===== src/include/usm_params.svh =====
// Constants of the ten-bit frame serial engine: offsets, fields, resets.
// Assumes a single clock, mclk, and a one-cycle 16x baud tick from a timer.
//
// Behaviour
// - Data buffer write loads marker one at ninth shift position and requests sending.
// - Sending starts just after next divide-by-16 rollover, aligning bits to counter.
// - Start bit first; one bit later shift output drives pin; shift a bit later.
// - Shift right with zero fill; last shift ends sending, sets transmit done.
// - Receiver samples input at sixteen times baud, starts on high-to-low edge.
// - Start edge resets receive divide-by-16 counter and loads 1FFH into shifter.
// - Sample input at counter states seven, eight, nine; majority of three wins.
// - Nonzero first bit resets receiver to edge hunting; else start bit shifts in.
// - Shift in from right; final shift loads only if flag clear and filter passes.
// - Accepted frame puts stop bit in ninth flag, data in buffer, sets done.
// - After final receive shift, always return to hunting for a falling edge.
// - Frame is zero start, eight data bits LSB first, one stop bit.
// - Bit rate comes from the timer overflow tick feeding the divide-by-16 counter.
`ifndef USM_PARAMS_SVH
`define USM_PARAMS_SVH

// ----------------------------------------------------------------
// Register map
// ----------------------------------------------------------------
`define USM_ADDR_DATA   2'h0
`define USM_ADDR_CTRL   2'h1

// ----------------------------------------------------------------
// Control and status fields
// ----------------------------------------------------------------
`define USM_CTRL_RDONE  0
`define USM_CTRL_TDONE  1
`define USM_CTRL_NINTH  2
`define USM_CTRL_FILT   3
`define USM_CTRL_FULL   4
`define USM_CTRL_BUSY   5

// ----------------------------------------------------------------
// Counter states and reset values
// ----------------------------------------------------------------
`define USM_DIV_LAST    4'hF
`define USM_SMP_FIRST   4'h7
`define USM_SMP_MID     4'h8
`define USM_SMP_LAST    4'h9
`define USM_RX_FILL     9'h1FF
`define USM_TX_MARKER   1'h1
`define USM_TX_LASTPAT  8'h01
`define USM_RESET_BYTE  8'h00
`define USM_RESET_DIV   4'h0

`endif


===== src/include/usm_pkg.sv =====
// Types shared by the serial engine: states and carriers.
// Assumes usm_params.svh is compiled alongside.
package usm_pkg;

  // Transmit controller states
  typedef enum logic [1:0] {
    USM_TX_IDLE  = 2'b00,
    USM_TX_REQ   = 2'b01,
    USM_TX_START = 2'b10,
    USM_TX_DATA  = 2'b11
  } usm_tx_e;

  // Receive controller states
  typedef enum logic [0:0] {
    USM_RX_HUNT = 1'b0,
    USM_RX_RECV = 1'b1
  } usm_rx_e;

  // Register port request
  typedef struct packed {
    logic [1:0] addr;
    logic [7:0] wdata;
    logic       wr;
    logic       rd;
  } usm_req_s;

  // Accepted frame
  typedef struct packed {
    logic [7:0] data;
    logic       ninth;
  } usm_frame_s;

endpackage


===== src/usm_serial_engine.sv =====
// Ten-bit frame UART engine with a 16-word transmit FIFO and register port.
// Assumes baud_tick is a one-cycle mclk pulse at sixteen times the bit rate.
//
// Decided for this implementation: the placing of the registers and strobed register access.
`timescale 1ns/100ps
`include "usm_params.svh"

// ----------------------------------------------------------------
// Synchronous FIFO
// ----------------------------------------------------------------
module usm_fifo #(
  parameter int WIDTH = 8,
  parameter int DEPTH = 16
) (
  // Clock and reset
  input  wire logic             mclk,
  input  wire logic             sys_rst,
  // Fill side
  input  wire logic             in_valid,
  output logic                  in_ready,
  input  wire logic [WIDTH-1:0] in_data,
  // Drain side
  output logic                  out_valid,
  input  wire logic             out_ready,
  output logic      [WIDTH-1:0] out_data
);
  localparam int AW = $clog2(DEPTH);

  logic [WIDTH-1:0] mem [DEPTH];
  logic [AW-1:0]    wptr;
  logic [AW-1:0]    rptr;
  logic [AW:0]      count;
  logic [AW-1:0]    next_wptr;
  logic [AW-1:0]    next_rptr;
  logic [AW:0]      next_count;
  logic             push;
  logic             pop;

  assign in_ready  = (count != (AW+1)'(DEPTH));
  assign out_valid = (count != '0);
  assign out_data  = mem[rptr];
  assign push      = in_valid && in_ready;
  assign pop       = out_valid && out_ready;

  // Pointer and count update
  always_comb begin
    next_wptr  = push ? AW'(wptr + 1'b1) : wptr;
    next_rptr  = pop ? AW'(rptr + 1'b1) : rptr;
    next_count = count;
    if (push && !pop) begin
      next_count = (AW+1)'(count + 1'b1);
    end else if (pop && !push) begin
      next_count = (AW+1)'(count - 1'b1);
    end
  end

  // Storage holds no reset; only the pointers and count need one
  always_ff @(posedge mclk) begin
    if (push) begin
      mem[wptr] <= in_data;
    end
    if (sys_rst) begin
      wptr  <= '0;
      rptr  <= '0;
      count <= '0;
    end else begin
      wptr  <= next_wptr;
      rptr  <= next_rptr;
      count <= next_count;
    end
  end
endmodule

// ----------------------------------------------------------------
// Serial engine top
// ----------------------------------------------------------------
module usm_serial_engine #(
  parameter int FIFO_DEPTH = 16
) (
  // Clock and reset
  input  wire logic                 mclk,
  input  wire logic                 sys_rst,
  // Register port
  input  wire logic           [1:0] reg_addr,
  input  wire logic           [7:0] reg_wdata,
  input  wire logic                 reg_wr,
  input  wire logic                 reg_rd,
  output logic                [7:0] reg_rdata,
  // Baud source
  input  wire logic                 baud_tick,
  // Serial line
  input  wire logic                 rxd,
  output logic                      txd
);
  import usm_pkg::*;

  usm_req_s   req;
  usm_frame_s frame;

  // Register state
  logic       receive_done_flag;
  logic       transmit_done_flag;
  logic       multiprocessor_filter_enable;
  logic [7:0] serial_data_buffer;
  logic       received_ninth_bit;
  logic       next_rdone;
  logic       next_tdone;
  logic       next_filter;
  logic [7:0] next_buffer;
  logic       next_ninth;
  logic [7:0] next_rdata;

  // FIFO wires
  logic       fifo_in_ready;
  logic       fifo_out_valid;
  logic       fifo_pop;
  logic [7:0] fifo_out_data;

  // Transmit state
  usm_tx_e    tx_state;
  usm_tx_e    next_tx_state;
  logic [3:0] tx_div;
  logic [3:0] next_tx_div;
  logic [8:0] tx_shift;
  logic [8:0] next_tx_shift;
  logic       next_txd;
  logic       tx_roll;
  logic       tx_done_set;

  // Receive state
  usm_rx_e    rx_state;
  usm_rx_e    next_rx_state;
  logic [3:0] rx_div;
  logic [3:0] next_rx_div;
  logic [8:0] rx_shift;
  logic [8:0] next_rx_shift;
  logic [2:0] rx_samp;
  logic [2:0] next_rx_samp;
  logic       rx_first;
  logic       next_rx_first;
  logic       rx_meta;
  logic       rx_sync;
  logic       rx_prev;
  logic       next_rx_prev;
  logic       rx_roll;
  logic       rx_bit;
  logic       rx_load;

  assign req = '{addr: reg_addr, wdata: reg_wdata, wr: reg_wr, rd: reg_rd};

  // ----------------------------------------------------------------
  // Transmit FIFO
  // ----------------------------------------------------------------
  // Writes while full are dropped; software watches the full bit
  usm_fifo #(
    .WIDTH (8),
    .DEPTH (FIFO_DEPTH)
  ) u_tx_fifo (
    .mclk      (mclk),
    .sys_rst   (sys_rst),
    .in_valid  (req.wr && req.addr == `USM_ADDR_DATA),
    .in_ready  (fifo_in_ready),
    .in_data   (req.wdata),
    .out_valid (fifo_out_valid),
    .out_ready (fifo_pop),
    .out_data  (fifo_out_data)
  );

  // ----------------------------------------------------------------
  // Transmitter
  // ----------------------------------------------------------------
  assign tx_roll  = baud_tick && (tx_div == `USM_DIV_LAST);
  assign fifo_pop = (tx_state == USM_TX_IDLE) && fifo_out_valid;

  // Transmit controller; own counter so receive edges never disturb it
  always_comb begin
    next_tx_state = tx_state;
    next_tx_shift = tx_shift;
    next_txd      = txd;
    tx_done_set   = 1'b0;
    next_tx_div   = baud_tick ? 4'(tx_div + 1'b1) : tx_div;
    case (tx_state)
      USM_TX_IDLE: begin
        next_txd = 1'b1;
        if (fifo_out_valid) begin
          next_tx_shift = {`USM_TX_MARKER, fifo_out_data};
          next_tx_state = USM_TX_REQ;
        end
      end
      USM_TX_REQ: begin
        if (tx_roll) begin
          next_txd      = 1'b0;
          next_tx_state = USM_TX_START;
        end
      end
      USM_TX_START: begin
        if (tx_roll) begin
          next_txd      = tx_shift[0];
          next_tx_state = USM_TX_DATA;
        end
      end
      USM_TX_DATA: begin
        if (tx_roll) begin
          next_tx_shift = {1'b0, tx_shift[8:1]};
          next_txd      = tx_shift[1];
          if (tx_shift[8:1] == `USM_TX_LASTPAT) begin
            tx_done_set   = 1'b1;
            next_tx_state = USM_TX_IDLE;
          end
        end
      end
      default: begin
        next_tx_state = USM_TX_IDLE;
      end
    endcase
  end

  // Transmit registers
  always_ff @(posedge mclk) begin
    if (sys_rst) begin
      tx_state <= USM_TX_IDLE;
      tx_div   <= `USM_RESET_DIV;
      tx_shift <= '0;
      txd      <= 1'b1;
    end else begin
      tx_state <= next_tx_state;
      tx_div   <= next_tx_div;
      tx_shift <= next_tx_shift;
      txd      <= next_txd;
    end
  end

  // ----------------------------------------------------------------
  // Receiver
  // ----------------------------------------------------------------
  // Pin synchroniser; first stage feeds only the second
  always_ff @(posedge mclk) begin
    if (sys_rst) begin
      rx_meta <= 1'b1;
      rx_sync <= 1'b1;
    end else begin
      rx_meta <= rxd;
      rx_sync <= rx_meta;
    end
  end

  assign rx_roll = baud_tick && (rx_div == `USM_DIV_LAST);
  // Majority of the three mid-bit samples rejects short glitches
  assign rx_bit  = (rx_samp[0] & rx_samp[1]) | (rx_samp[1] & rx_samp[2]) |
                   (rx_samp[0] & rx_samp[2]);
  assign rx_load = !receive_done_flag &&
                   (!multiprocessor_filter_enable || rx_bit);
  assign frame   = '{data: {rx_shift[0], rx_shift[1], rx_shift[2], rx_shift[3],
                            rx_shift[4], rx_shift[5], rx_shift[6], rx_shift[7]},
                     ninth: rx_bit};

  // Receive controller
  always_comb begin
    next_rx_state = rx_state;
    next_rx_shift = rx_shift;
    next_rx_samp  = rx_samp;
    next_rx_first = rx_first;
    next_rx_prev  = baud_tick ? rx_sync : rx_prev;
    next_rx_div   = baud_tick ? 4'(rx_div + 1'b1) : rx_div;
    case (rx_state)
      USM_RX_HUNT: begin
        if (baud_tick && rx_prev && !rx_sync) begin
          next_rx_div   = `USM_RESET_DIV;
          next_rx_shift = `USM_RX_FILL;
          next_rx_first = 1'b1;
          next_rx_state = USM_RX_RECV;
        end
      end
      USM_RX_RECV: begin
        if (baud_tick && rx_div == `USM_SMP_FIRST) begin
          next_rx_samp[0] = rx_sync;
        end
        if (baud_tick && rx_div == `USM_SMP_MID) begin
          next_rx_samp[1] = rx_sync;
        end
        if (baud_tick && rx_div == `USM_SMP_LAST) begin
          next_rx_samp[2] = rx_sync;
        end
        if (rx_roll) begin
          next_rx_first = 1'b0;
          next_rx_shift = {rx_shift[7:0], rx_bit};
          if (rx_first && rx_bit) begin
            next_rx_state = USM_RX_HUNT;
            next_rx_shift = `USM_RX_FILL;
          end else if (!rx_shift[8]) begin
            next_rx_state = USM_RX_HUNT;
          end
        end
      end
      default: begin
        next_rx_state = USM_RX_HUNT;
      end
    endcase
  end

  // Receive registers
  always_ff @(posedge mclk) begin
    if (sys_rst) begin
      rx_state <= USM_RX_HUNT;
      rx_div   <= `USM_RESET_DIV;
      rx_shift <= `USM_RX_FILL;
      rx_samp  <= 3'h7;
      rx_first <= 1'b0;
      rx_prev  <= 1'b1;
    end else begin
      rx_state <= next_rx_state;
      rx_div   <= next_rx_div;
      rx_shift <= next_rx_shift;
      rx_samp  <= next_rx_samp;
      rx_first <= next_rx_first;
      rx_prev  <= next_rx_prev;
    end
  end

  // ----------------------------------------------------------------
  // Registers
  // ----------------------------------------------------------------
  // Hardware set beats a software clear landing in the same cycle
  always_comb begin
    next_rdone  = receive_done_flag;
    next_tdone  = transmit_done_flag;
    next_filter = multiprocessor_filter_enable;
    next_buffer = serial_data_buffer;
    next_ninth  = received_ninth_bit;
    next_rdata  = `USM_RESET_BYTE;
    if (req.wr && req.addr == `USM_ADDR_CTRL) begin
      next_rdone  = receive_done_flag & req.wdata[`USM_CTRL_RDONE];
      next_tdone  = transmit_done_flag & req.wdata[`USM_CTRL_TDONE];
      next_filter = req.wdata[`USM_CTRL_FILT];
    end
    if (tx_done_set) begin
      next_tdone = 1'b1;
    end
    if (rx_state == USM_RX_RECV && rx_roll && !rx_first && !rx_shift[8]
        && rx_load) begin
      next_buffer = frame.data;
      next_ninth  = frame.ninth;
      next_rdone  = 1'b1;
    end
    if (req.rd) begin
      case (req.addr)
        `USM_ADDR_DATA: next_rdata = serial_data_buffer;
        `USM_ADDR_CTRL: begin
          next_rdata[`USM_CTRL_RDONE] = receive_done_flag;
          next_rdata[`USM_CTRL_TDONE] = transmit_done_flag;
          next_rdata[`USM_CTRL_NINTH] = received_ninth_bit;
          next_rdata[`USM_CTRL_FILT]  = multiprocessor_filter_enable;
          next_rdata[`USM_CTRL_FULL]  = !fifo_in_ready;
          next_rdata[`USM_CTRL_BUSY]  = (tx_state != USM_TX_IDLE) || fifo_out_valid;
        end
        default: next_rdata = `USM_RESET_BYTE;
      endcase
    end
  end

  // Register file and read data
  always_ff @(posedge mclk) begin
    if (sys_rst) begin
      receive_done_flag            <= 1'b0;
      transmit_done_flag           <= 1'b0;
      multiprocessor_filter_enable <= 1'b0;
      serial_data_buffer           <= `USM_RESET_BYTE;
      received_ninth_bit           <= 1'b0;
      reg_rdata                    <= `USM_RESET_BYTE;
    end else begin
      receive_done_flag            <= next_rdone;
      transmit_done_flag           <= next_tdone;
      multiprocessor_filter_enable <= next_filter;
      serial_data_buffer           <= next_buffer;
      received_ninth_bit           <= next_ninth;
      reg_rdata                    <= next_rdata;
    end
  end
endmodule


===== config.mk =====
export PLATFORM = sky130hd
export DESIGN_NAME = usm_serial_engine
export DESIGN_NICKNAME = d
export VERILOG_FILES = /design/src/include/usm_pkg.sv /design/src/usm_serial_engine.sv
export VERILOG_INCLUDE_DIRS = /design/src /design/src/include
export SDC_FILE = /design/constraint.sdc
export NUM_CORES = 1
export LEC_CHECK = 0
export BUFFER_PORTS_ARGS = -buffer_cell sky130_fd_sc_hd__buf_4
export CAP_MARGIN = 30
export CORE_MARGIN = 1.5
export CORE_UTILIZATION = 45
export DETAILED_ROUTE_END_ITERATION = 16
export PLACE_DENSITY = 0.71
export SYNTH_ARGS = -nofsm -noshare
export SYNTH_HDL_FRONTEND = slang
export SYNTH_HIERARCHICAL = 1
export SYNTH_SLANG_ARGS = --single-unit
export TNS_END_PERCENT = 1

===== constraint.sdc =====
create_clock -name mclk -period 2.63 [get_ports mclk]
set_input_delay 0.1315 -clock mclk [delete_from_list [all_inputs] [get_ports mclk]]
set_output_delay 0.1315 -clock mclk [all_outputs]
set_load 0.01 [all_outputs]

==> results.py, run 1 <==
metrics = {
    "worst_setup_path": {
        "worstSetupEndpointType": "flop",
        "timing_worst_setup_path_type": "reg2reg",
        "path_max_fanout": 5,
        "critPathArrivalTime_ps": 2920,
        "critical_path.startpoint": "u_tx_fifo/count[3]",
        "reg2regPathDepth": 10,
        "worst_setup_path_start_kind": "flop",
        "critPathRequiredTime_ps": 3000,
        "crit-reg2reg-launch": "u_tx_fifo/count[3]",
    },
    "logic_synthesis": {
        "synth.avg_cell_area_um2": 14.8,
        "post_synth_design_cell_area_mm2": 0.00818,
        "dominant_cells_by_area_after_synthesis": "edfxtp_1 47%, dfxtp_1 18%, mux4_2 8.8%",
        "async_set_or_reset_register_ratio_after_synthesis_pct": 0,
        "yosys.area.top_type_share_pct": 47.0,
        "postSynthCellCount": 553,
        "synth_top_flop_cell": "edfxtp_1",
        "synth-seq-area-share_pct": 65.1,
        "synth_warnings": 6,
        "synth_top_area_cell": "edfxtp_1",
        "postSynthNetCount": 588,
        "postSynthRegisterBits": 202,
        "synth_cell_type_count": 60,
        "synth_edf_count": 128,
    },
    "job": {
        "drv.max_cap_violation_count": 0,
    },
    "power": {
        "peakVddDrop_uv": 491,
        "share_comb_of_total_power_pct": 20.8,
        "p_leak_uw": 0.00335,
        "switching_share_pct": 26.2,
        "power-per-cell-area_mw_per_mm2": 827,
        "switching_component_of_the_power_uw": 2060,
        "share_seq_of_total_power_pct": 46.0,
        "total_power_uw": 7860,
        "p_clk_share_pct": 33.2,
        "cellInternalPower_uw": 5800,
    },
    "clock_tree": {
        "cts_tree": "built",
        "clockBufferDepth": 3,
        "clk_root_buffer_cell": "clkbuf_16",
        "cts.sinks": 202,
        "htree_num_levels": 1,
        "clock_insertion_delay_worst_skew_ps": 490,
        "path_clk_slew_ps": 60,
        "num_cts_buffers": 21,
    },
    "timing": {
        "postLayoutSetupSlackWorst_ps": 79.4,
        "finClkSkew_ps": 8.82,
        "worst_slew_margin_rel_pct": 42.2,
        "final_period_minus_worst_setup_slack_ps": 2550,
        "fin_hold_ws_ps": 10.2,
        "finalCritPeriodShare_pct": 97.0,
        "worstMarginPinSlew_ps": 864,
        "setup_violations": 0,
        "slew_violations": 0,
        "hold_violations": 0,
        "clock.fmax_mhz": 392,
    },
    "place": {
        "placedInstanceArea_mm2": 0.00868,
        "gpl.final_weighted_congestion": 0.775,
        "port_buffers": 24,
        "pre_cts_slack_ps": -111,
        "detailed_place_hpwl_mm": 10.4,
    },
    "floorplan": {
        "core_region_area_mm2": 0.0179,
        "die-width_um": 138,
        "initial_utilization_pct": 45.7,
        "dieArea_mm2": 0.0190,
        "io_pins": 25,
        "die_height_um": 138,
        "placement_rows": 49,
    },
    "min_path": {
        "worstHoldPathCells": 1,
        "worst_hold_path_type": "in2reg",
        "min_delay_src": "reg_wdata[1]",
    },
    "global_route": {
        "remaining_overflow_grt": 0,
        "first_global_vias": 4710,
        "antenna_found_initial": 0,
        "grt_max_degree": 54,
        "grt_pass1_wl_mm": 25.4,
        "grtUsageTotal_pct": 17.7,
    },
    "drt": {
        "detailroute.via_count": 4806,
        "detail_route.wirelength_mm": 16.2,
        "vias_per_cell": 5.67,
        "drt-wirelength-per-cell_um": 19.1,
        "drc_errors": 0,
        "drt_pass1_iterations": 5,
        "drt_iter0_markers": 373,
        "postRouteAntennaNets": 0,
    },
    "final_layout": {
        "final_layout_size_suffix_gt1_share_pct": 22.1,
        "layout.cell_area.non_filler_mm2": 0.00951,
        "final_net_count": 640,
        "antenna_cells": 0,
        "final_util_pct": 53.1,
        "p_r_area_growth_vs_syn_pct": 16.3,
    },
    "outcome": {
        "outcome": "finished, final reports clean",
    },
}
## power groups by stage
stage,combinational (uW),sequential [uW],clock [uW]
after floorplan,1050,3650,0
after CTS,1540,3610,2660
after detailed placement,1420,3670,0
final,1630,3620,2610
after global placement,1350,3660,0
after global routing,1770,3640,2790
## per-stage QoR
step	std cells	TNS [ps]
5_1_grt	848	-4.95
6_report	848	0
2_1_floorplan	553	0
3_5_place_dp	795	-221
3_3_place_gp	794	0
4_1_cts	847	0
## flip-flops by register name, summed over array words and instances (netlist names), 2 cells and up, named ones only
signal              count
u_tx_fifo/mem         128
rx_samp                 3
serial_data_buffer      8
u_tx_fifo/rptr          4
reg_rdata               8
tx_shift                9
tx_state                2
rx_shift                9
u_tx_fifo/wptr          4
u_tx_fifo/count         5
tx_div                  4
rx_div                  4
## cell families (layout without fill, tap and decap cells)
kind of cell / after synthesis / count (layout) / share of synthesized area [%]
compound gates: 73 / 73 / 6.87
xor+xnor: 14 / 14 / 1.50
fa+ha+maj: 20 / 20 / 3.14
buf+inv: 43 / 109 / 2.28
flops: 202 / 202 / 65.1
mux: 60 / 60 / 12.3
simple gates: 141 / 141 / 8.87
## what timing repair did
action,CTS,global route
pin swaps,4,4
hold buffers,9,0
gates resized for setup,5,10
setup endpoints to repair,2,2
buffers inserted,6,1
hold endpoints to repair,105,0
## area by class of cell
class / count / area, um2
well taps: 229 / 287
flip-flops and latches: 202 / 5330
clock inverters: 11 / 53.8
inverters: 15 / 61.3
clock buffers: 26 / 554
repair buffers: 57 / 475
multi-input cells: 308 / 2750
fillers: 1448 / 8390
## worst max-delay path, stage by stage, from the launching register on
cell,delay [ps]
dfxtp_4,370
or4_4,580
o21ai_4,160
inv_2,70
ha_4,180
inv_6,80
ha_1,250
a21o_2,240
a21oi_2,150
nor4_1,60
or3_1,310
## worst paths after layout
check                                      endpoint  slack (ps)
worst max-delay path             u_tx_fifo/count[3]          80
worst min-delay path            u_tx_fifo/mem[4][1]          10
worst max register to register   u_tx_fifo/count[3]          80
worst min register to register              rx_sync         410
## per-layer routing
layer	global-route usage, %	up-vias	wire length, um
met5	0	-	0
met2	29.5	145	8100
met4	4.98	0	308
met1	24.4	2422	6760
li1	-	2215	-
met3	2.65	24	991
## placed cells by master (no fill, tap or decap), drive strengths merged, types with 16 or more instances in the layout
cell type / instances
edfxtp: 128
dfxtp: 74
nor2: 57
buf: 48
mux4: 32
mux2i: 27
clkbuf: 26
nand2: 22
ha: 18
a22oi: 16
inv: 16
## synth_stat cells (6+ instances only)
master    instances
a211oi_1         10
a21oi_1          13
a22oi_1          16
and2_1            7
buf_2            10
clkbuf_1         12
dfxtp_1          74
edfxtp_1        128
ha_1             18
inv_1            14
mux2i_1          27
mux4_2           32
nand2_1          22
nor2_1           57
nor4_1            7
o21ai_0           6
o22a_1            8
xor2_1            9
(Power assumes the default switching activity.)
==> inputs of run 2 (changes only) <==
Settings changed: PLACE_DENSITY 0.71 to 0.69.
Clock period 2.63 ns to 3 ns, I/O delays scaled along.
==> run 2 against run 1 <==
  * Worst setup slack gained 41 ps
  * Design area decreased by 0.84%
  * Critical path depth unchanged
  * First-iteration DRC count is 23% lower
  * Die area is the same
  * Sequential power fell by 11%
  * Global-route usage fell by 0.54 points
  * Combinational power shrank 29%
  * Count of clock-buffer cells in the layout up 5
  * Fmax fell by 11%
  * Final cell count shrank 0.83%
  * Critical endpoint unchanged
==> results.py, run 2 (synthesis gave the netlist of run 1 again) <==
metrics = {
    "timing": {
        "hold_violations": 0,
        "setup_violations": 0,
        "worstMarginPinSlew_ps": 731,
        "finClkSkew_ps": 6.81,
        "worst_slew_margin_rel_pct": 51.2,
        "fin_setup_tns_ps": 0,
        "clock.fmax_mhz": 347,
        "finalCritPeriodShare_pct": 96.0,
        "slew_violations": 0,
        "final_period_minus_worst_setup_slack_ps": 2880,
        "unrepaired_setup_endpoints_after_global_routing": "false",
    },
    "global_route": {
        "first_global_vias": 4619,
        "antenna_found_initial": 0,
        "grt_pass1_wl_mm": 24.5,
        "grt_max_degree": 54,
        "grt_busiest_layer": "met2",
        "met2_demand_to_capacity_share_in_global_routing_pct": 29.0,
        "grt_util_met1_pct": 22.5,
        "met3_usage_pct": 2.87,
        "remaining_overflow_grt": 0,
        "grtUsageTotal_pct": 17.2,
    },
    "floorplan": {
        "initial_utilization_pct": 45.7,
        "core_region_area_mm2": 0.0179,
        "die-width_um": 138,
        "dieArea_mm2": 0.0190,
        "placement_rows": 49,
        "io_pins": 25,
        "die_height_um": 138,
    },
    "place": {
        "port_buffers": 24,
        "gpl.final_weighted_congestion": 0.768,
        "detailed_place_hpwl_mm": 10.2,
        "dp_cells": 795,
        "placedInstanceArea_mm2": 0.00867,
    },
    "final_layout": {
        "final_net_count": 633,
        "largest_reg_flops": 128,
        "antenna_cells": 0,
        "max_flop_register": "u_tx_fifo/mem",
        "mostFrequentLayoutCells": "128 x edfxtp_1, 73 x dfxtp_1, 57 x nor2_1, 39 x buf_4, 32 x mux4_2",
        "layout.cells.non_filler": 841,
        "final_layout_size_suffix_gt1_share_pct": 20.6,
        "final_util_pct": 52.7,
        "largest_registers": "u_tx_fifo/mem x128, rx_shift x9, tx_shift x9",
        "layout_commonest_cell": "edfxtp_1",
        "n_fill_cell": 1500,
        "layout.cell_area.non_filler_mm2": 0.00943,
        "p_r_area_growth_vs_syn_pct": 15.3,
    },
    "drt": {
        "drc_errors": 0,
        "detailroute.via_count": 4644,
        "detail_route.wirelength_mm": 15.9,
        "postRouteAntennaNets": 0,
        "drt_pass1_iterations": 4,
        "vias_per_cell": 5.52,
        "drt-wirelength-per-cell_um": 18.9,
        "drt_iter0_markers": 286,
    },
    "clock_tree": {
        "postCtsSetupRepairBufs": 0,
        "cts.sinks": 202,
        "cts_tree": "built",
        "num_cts_buffers": 21,
        "path_clk_slew_ps": 60,
        "clock_insertion_delay_worst_skew_ps": 490,
        "htree_num_levels": 1,
        "clk_root_buffer_cell": "clkbuf_16",
        "clockBufferDepth": 3,
    },
    "power": {
        "power-per-cell-area_mw_per_mm2": 724,
        "p_leak_uw": 0.00332,
        "peakVddDrop_uv": 557,
    },
    "worst_setup_path": {
        "path_max_fanout": 5,
        "timing.critical_path.cells": "or4_4 -> o21ai_4 -> inv_2 -> ha_1 -> inv_1 -> ha_1 -> a21o_2 -> a21oi_1 -> nor4bb_1 -> or3_1",
        "worst_path_most_repeated_cell": "ha_1",
        "critPathArrivalTime_ps": 3320,
        "cpPeakStageDelay_ps": 620,
        "worstSetupEndpointType": "flop",
        "critPathRequiredTime_ps": 3440,
        "worst_setup_path_start_kind": "flop",
        "timing.critical_path.slowest_stage_cell": "or4_4",
        "timing_worst_setup_path_type": "reg2reg",
    },
    "job": {
        "drv.max_cap_violation_count": 0,
    },
    "min_path": {
        "worst_hold_path_type": "in2reg",
    },
    "outcome": {
        "outcome": "finished, final reports clean",
    },
}
run 2: timing repair:
item / CTS / global route
endpoints found under the hold margin: 108 / 0
hold buffers: 9 / 0
setup endpoints to repair: 0 / 2
resized for setup: 0 / 3
run 2: path summary, 6_finish.rpt:
kind                       from                   to  slack (ps)  cells after the start
max reg2reg  u_tx_fifo/count[0]   u_tx_fifo/count[3]         120                     10
max          u_tx_fifo/count[0]   u_tx_fifo/count[3]         120                     10
min reg2reg             rx_meta              rx_sync         430                      1
min                reg_wdata[3]  u_tx_fifo/mem[3][3]          20                      1
run 2: critical path, delay by kind of cell, from the launching register on:
kind	cells	cell delay, ps
buffers and inverters	2	230
adders and majority gates	2	470
AOI/OAI and AO/OA	3	590
DFF	1	390
and+or+nand+nor	3	1160
run 2: stage by stage:
step	hold WS (ps)	setup WS [ps]	power, uW
after CTS	7.47	109	6870
final	15.0	121	6830
after floorplan	249	289	4110
after global placement	337	262	4350
after detailed placement	338	124	4400
after global routing	8.46	45.1	7120
run 2: where the power goes:
part	switching [uW]	leakage [uW]	total, uW	internal [uW]
Combinational	587	0.00124	1150	567
Sequential	151	0.00175	3220	3060
Clock	1000	0.000325	2460	1460
run 2: layout make-up:
class                           instances  area [um2]  area share [%]
Clock buffer                           31         594            6.30
Tap cell                              229         287            3.04
Timing Repair Buffer                   50         423            4.48
Multi-Input combinational cell        308        2690            28.5
Inverter                               15        56.3           0.597
Sequential cell                       202        5330            56.5
Clock inverter                          6        58.8           0.623
run 2: metal layers:
metal  vias up  wire length, um
met1      2339             6850
li1       2181                -
met5         -                0
met2        93             7860
met3        31              742
met4         0              407
==> inputs of run 3 (changes only) <==
Settings changed: CTS_BUF_LIST set to sky130_fd_sc_hd__clkbuf_4, GPL_TIMING_DRIVEN set to 0.
==> run 3 against run 2 <==
  * Non-clock buffer count rose by 23
  * Worst setup slack better by 38 ps
  * Hold slack gained 230 ps
  * Die area unchanged
  * Power shrank 1.3%
  * Clock power is 7% lower
  * Via count up 6.2%
  * Wire length grew 6.5%
==> results.py, run 3 (synthesis gave the netlist of run 1 again) <==
metrics = {
    "outcome": {
        "outcome": "finished, final reports clean",
    },
    "global_route": {
        "grt_max_degree": 18,
        "grt_pass1_wl_mm": 26.4,
        "first_global_vias": 5070,
        "antenna_found_initial": 0,
        "remaining_overflow_grt": 0,
        "grtUsageTotal_pct": 18.7,
    },
    "worst_setup_path": {
        "critPathRequiredTime_ps": 3530,
        "worst_setup_path_start_kind": "flop",
        "timing_worst_setup_path_type": "reg2reg",
        "worstSetupEndpointType": "flop",
        "path_max_fanout": 5,
        "critPathArrivalTime_ps": 3370,
    },
    "final_layout": {
        "largest_registers": "u_tx_fifo/mem x128, rx_shift x9, tx_shift x9",
        "final_layout_size_suffix_gt1_share_pct": 26.4,
        "final_net_count": 686,
        "mostFrequentLayoutCells": "128 x edfxtp_1, 74 x dfxtp_1, 73 x clkbuf_4, 57 x nor2_1, 32 x mux4_2",
        "p_r_area_growth_vs_syn_pct": 16.7,
        "max_flop_register": "u_tx_fifo/mem",
        "largest_reg_flops": 128,
        "layout_commonest_cell": "edfxtp_1",
        "layout.cell_area.non_filler_mm2": 0.00955,
        "antenna_cells": 0,
    },
    "drt": {
        "detail_route.wirelength_mm": 16.9,
        "postRouteAntennaNets": 0,
        "detailroute.via_count": 4930,
        "drc_errors": 0,
        "drt-wirelength-per-cell_um": 18.4,
        "drt_pass1_iterations": 5,
        "drt_iter0_markers": 237,
        "vias_per_cell": 5.37,
    },
    "clock_tree": {
        "num_cts_buffers": 51,
        "htree_num_levels": 2,
        "cts.sinks": 202,
        "clk_root_buffer_cell": "clkbuf_4",
        "clockBufferDepth": 3,
        "clock_insertion_delay_worst_skew_ps": 660,
        "path_clk_slew_ps": 70,
        "cts_tree": "built",
    },
    "power": {
        "power-per-cell-area_mw_per_mm2": 706,
        "peakVddDrop_uv": 446,
        "p_leak_uw": 0.00343,
    },
    "timing": {
        "worstMarginPinSlew_ps": 923,
        "slew_violations": 0,
        "unrepaired_setup_endpoints_after_global_routing": "false",
        "hold_violations": 0,
        "finalCritPeriodShare_pct": 94.7,
        "worst_slew_margin_rel_pct": 38.2,
        "final_period_minus_worst_setup_slack_ps": 2840,
        "clock.fmax_mhz": 352,
        "postLayoutSetupSlackWorst_ps": 159,
        "finClkSkew_ps": 43.4,
        "setup_violations": 0,
    },
    "place": {
        "placedInstanceArea_mm2": 0.00869,
        "detailed_place_hpwl_mm": 11.1,
        "port_buffers": 23,
        "gpl.final_weighted_congestion": 0.784,
        "pre_cts_slack_ps": -271,
    },
    "floorplan": {
        "initial_utilization_pct": 45.7,
        "placement_rows": 49,
        "dieArea_mm2": 0.0190,
        "die-width_um": 138,
        "die_height_um": 138,
        "io_pins": 25,
        "core_region_area_mm2": 0.0179,
    },
    "job": {
        "drv.max_cap_violation_count": 0,
    },
    "min_path": {
        "worst_hold_path_type": "in2reg",
    },
}
run 3: cell type report:
| type | instances | area, um2 |
|---|---|---|
| multi-input cells | 308 | 2720 |
| inverters | 15 | 56.3 |
| fillers | 1469 | 8350 |
| clock buffers | 73 | 548 |
| clock inverters | 18 | 108 |
| plain buffers | 28 | 130 |
| well taps | 229 | 287 |
| repair buffers | 45 | 378 |
| flip-flops and latches | 202 | 5330 |
run 3: through the flow:
| stage | utilization (%) | setup TNS [ps] | hold WS (ps) | total power [uW] | std cells |
|---|---|---|---|---|---|
| floorplan | - | 0 | 249 | 4110 | 553 |
| global placement | 48.3 | -7500 | 336 | 4390 | 805 |
| detailed placement | 48.6 | -510 | 340 | 4450 | 809 |
| CTS | 53.2 | 0 | 191 | 6810 | 917 |
| global route | 53.3 | 0 | 216 | 7110 | 918 |
| finish | 53.3 | 0 | 246 | 6740 | 918 |
run 3: metal layers:
metal	up-vias	wire (um)	track usage [%]
met5	-	0	0
met4	0	295	7.18
met3	25	888	4.23
met2	134	8550	31.1
met1	2442	7150	24.1
li1	2329	-	-
run 3: critical path: stages (launching register included):
cell,delay (ps)
dfxtp_1,380
nor4_4,370
nand2_2,140
and2_2,270
o21ai_4,100
ha_1,210
inv_2,70
ha_1,330
a21oi_1,210
a211oi_1,100
a31oi_1,190
mux2_2,350
run 3: repair_timing:
action                                 4_1_cts  5_1_grt
setup endpoints to repair                    2        2
gates resized for setup                      2        4
pin swaps                                    1        2
hold buffers                                16        0
endpoints found under the hold margin      150        0
buffers inserted                             1        1
run 3: final timing paths:
path                           start            endpoint  slack [ps]  depth (start not counted)
setup reg to reg  u_tx_fifo/count[1]  u_tx_fifo/count[4]         160                         11
hold / removal                   rxd             rx_meta         250                          3
hold reg to reg              rx_meta             rx_sync         410                          1
setup / recovery  u_tx_fifo/count[1]  u_tx_fifo/count[4]         160                         11
run 3: report_power, final:
group / internal [uW] / switching (uW) / leakage (uW)
Clock: 1210 / 1080 / 0.000388
Sequential: 3060 / 106 / 0.00175
Combinational: 576 / 697 / 0.00129
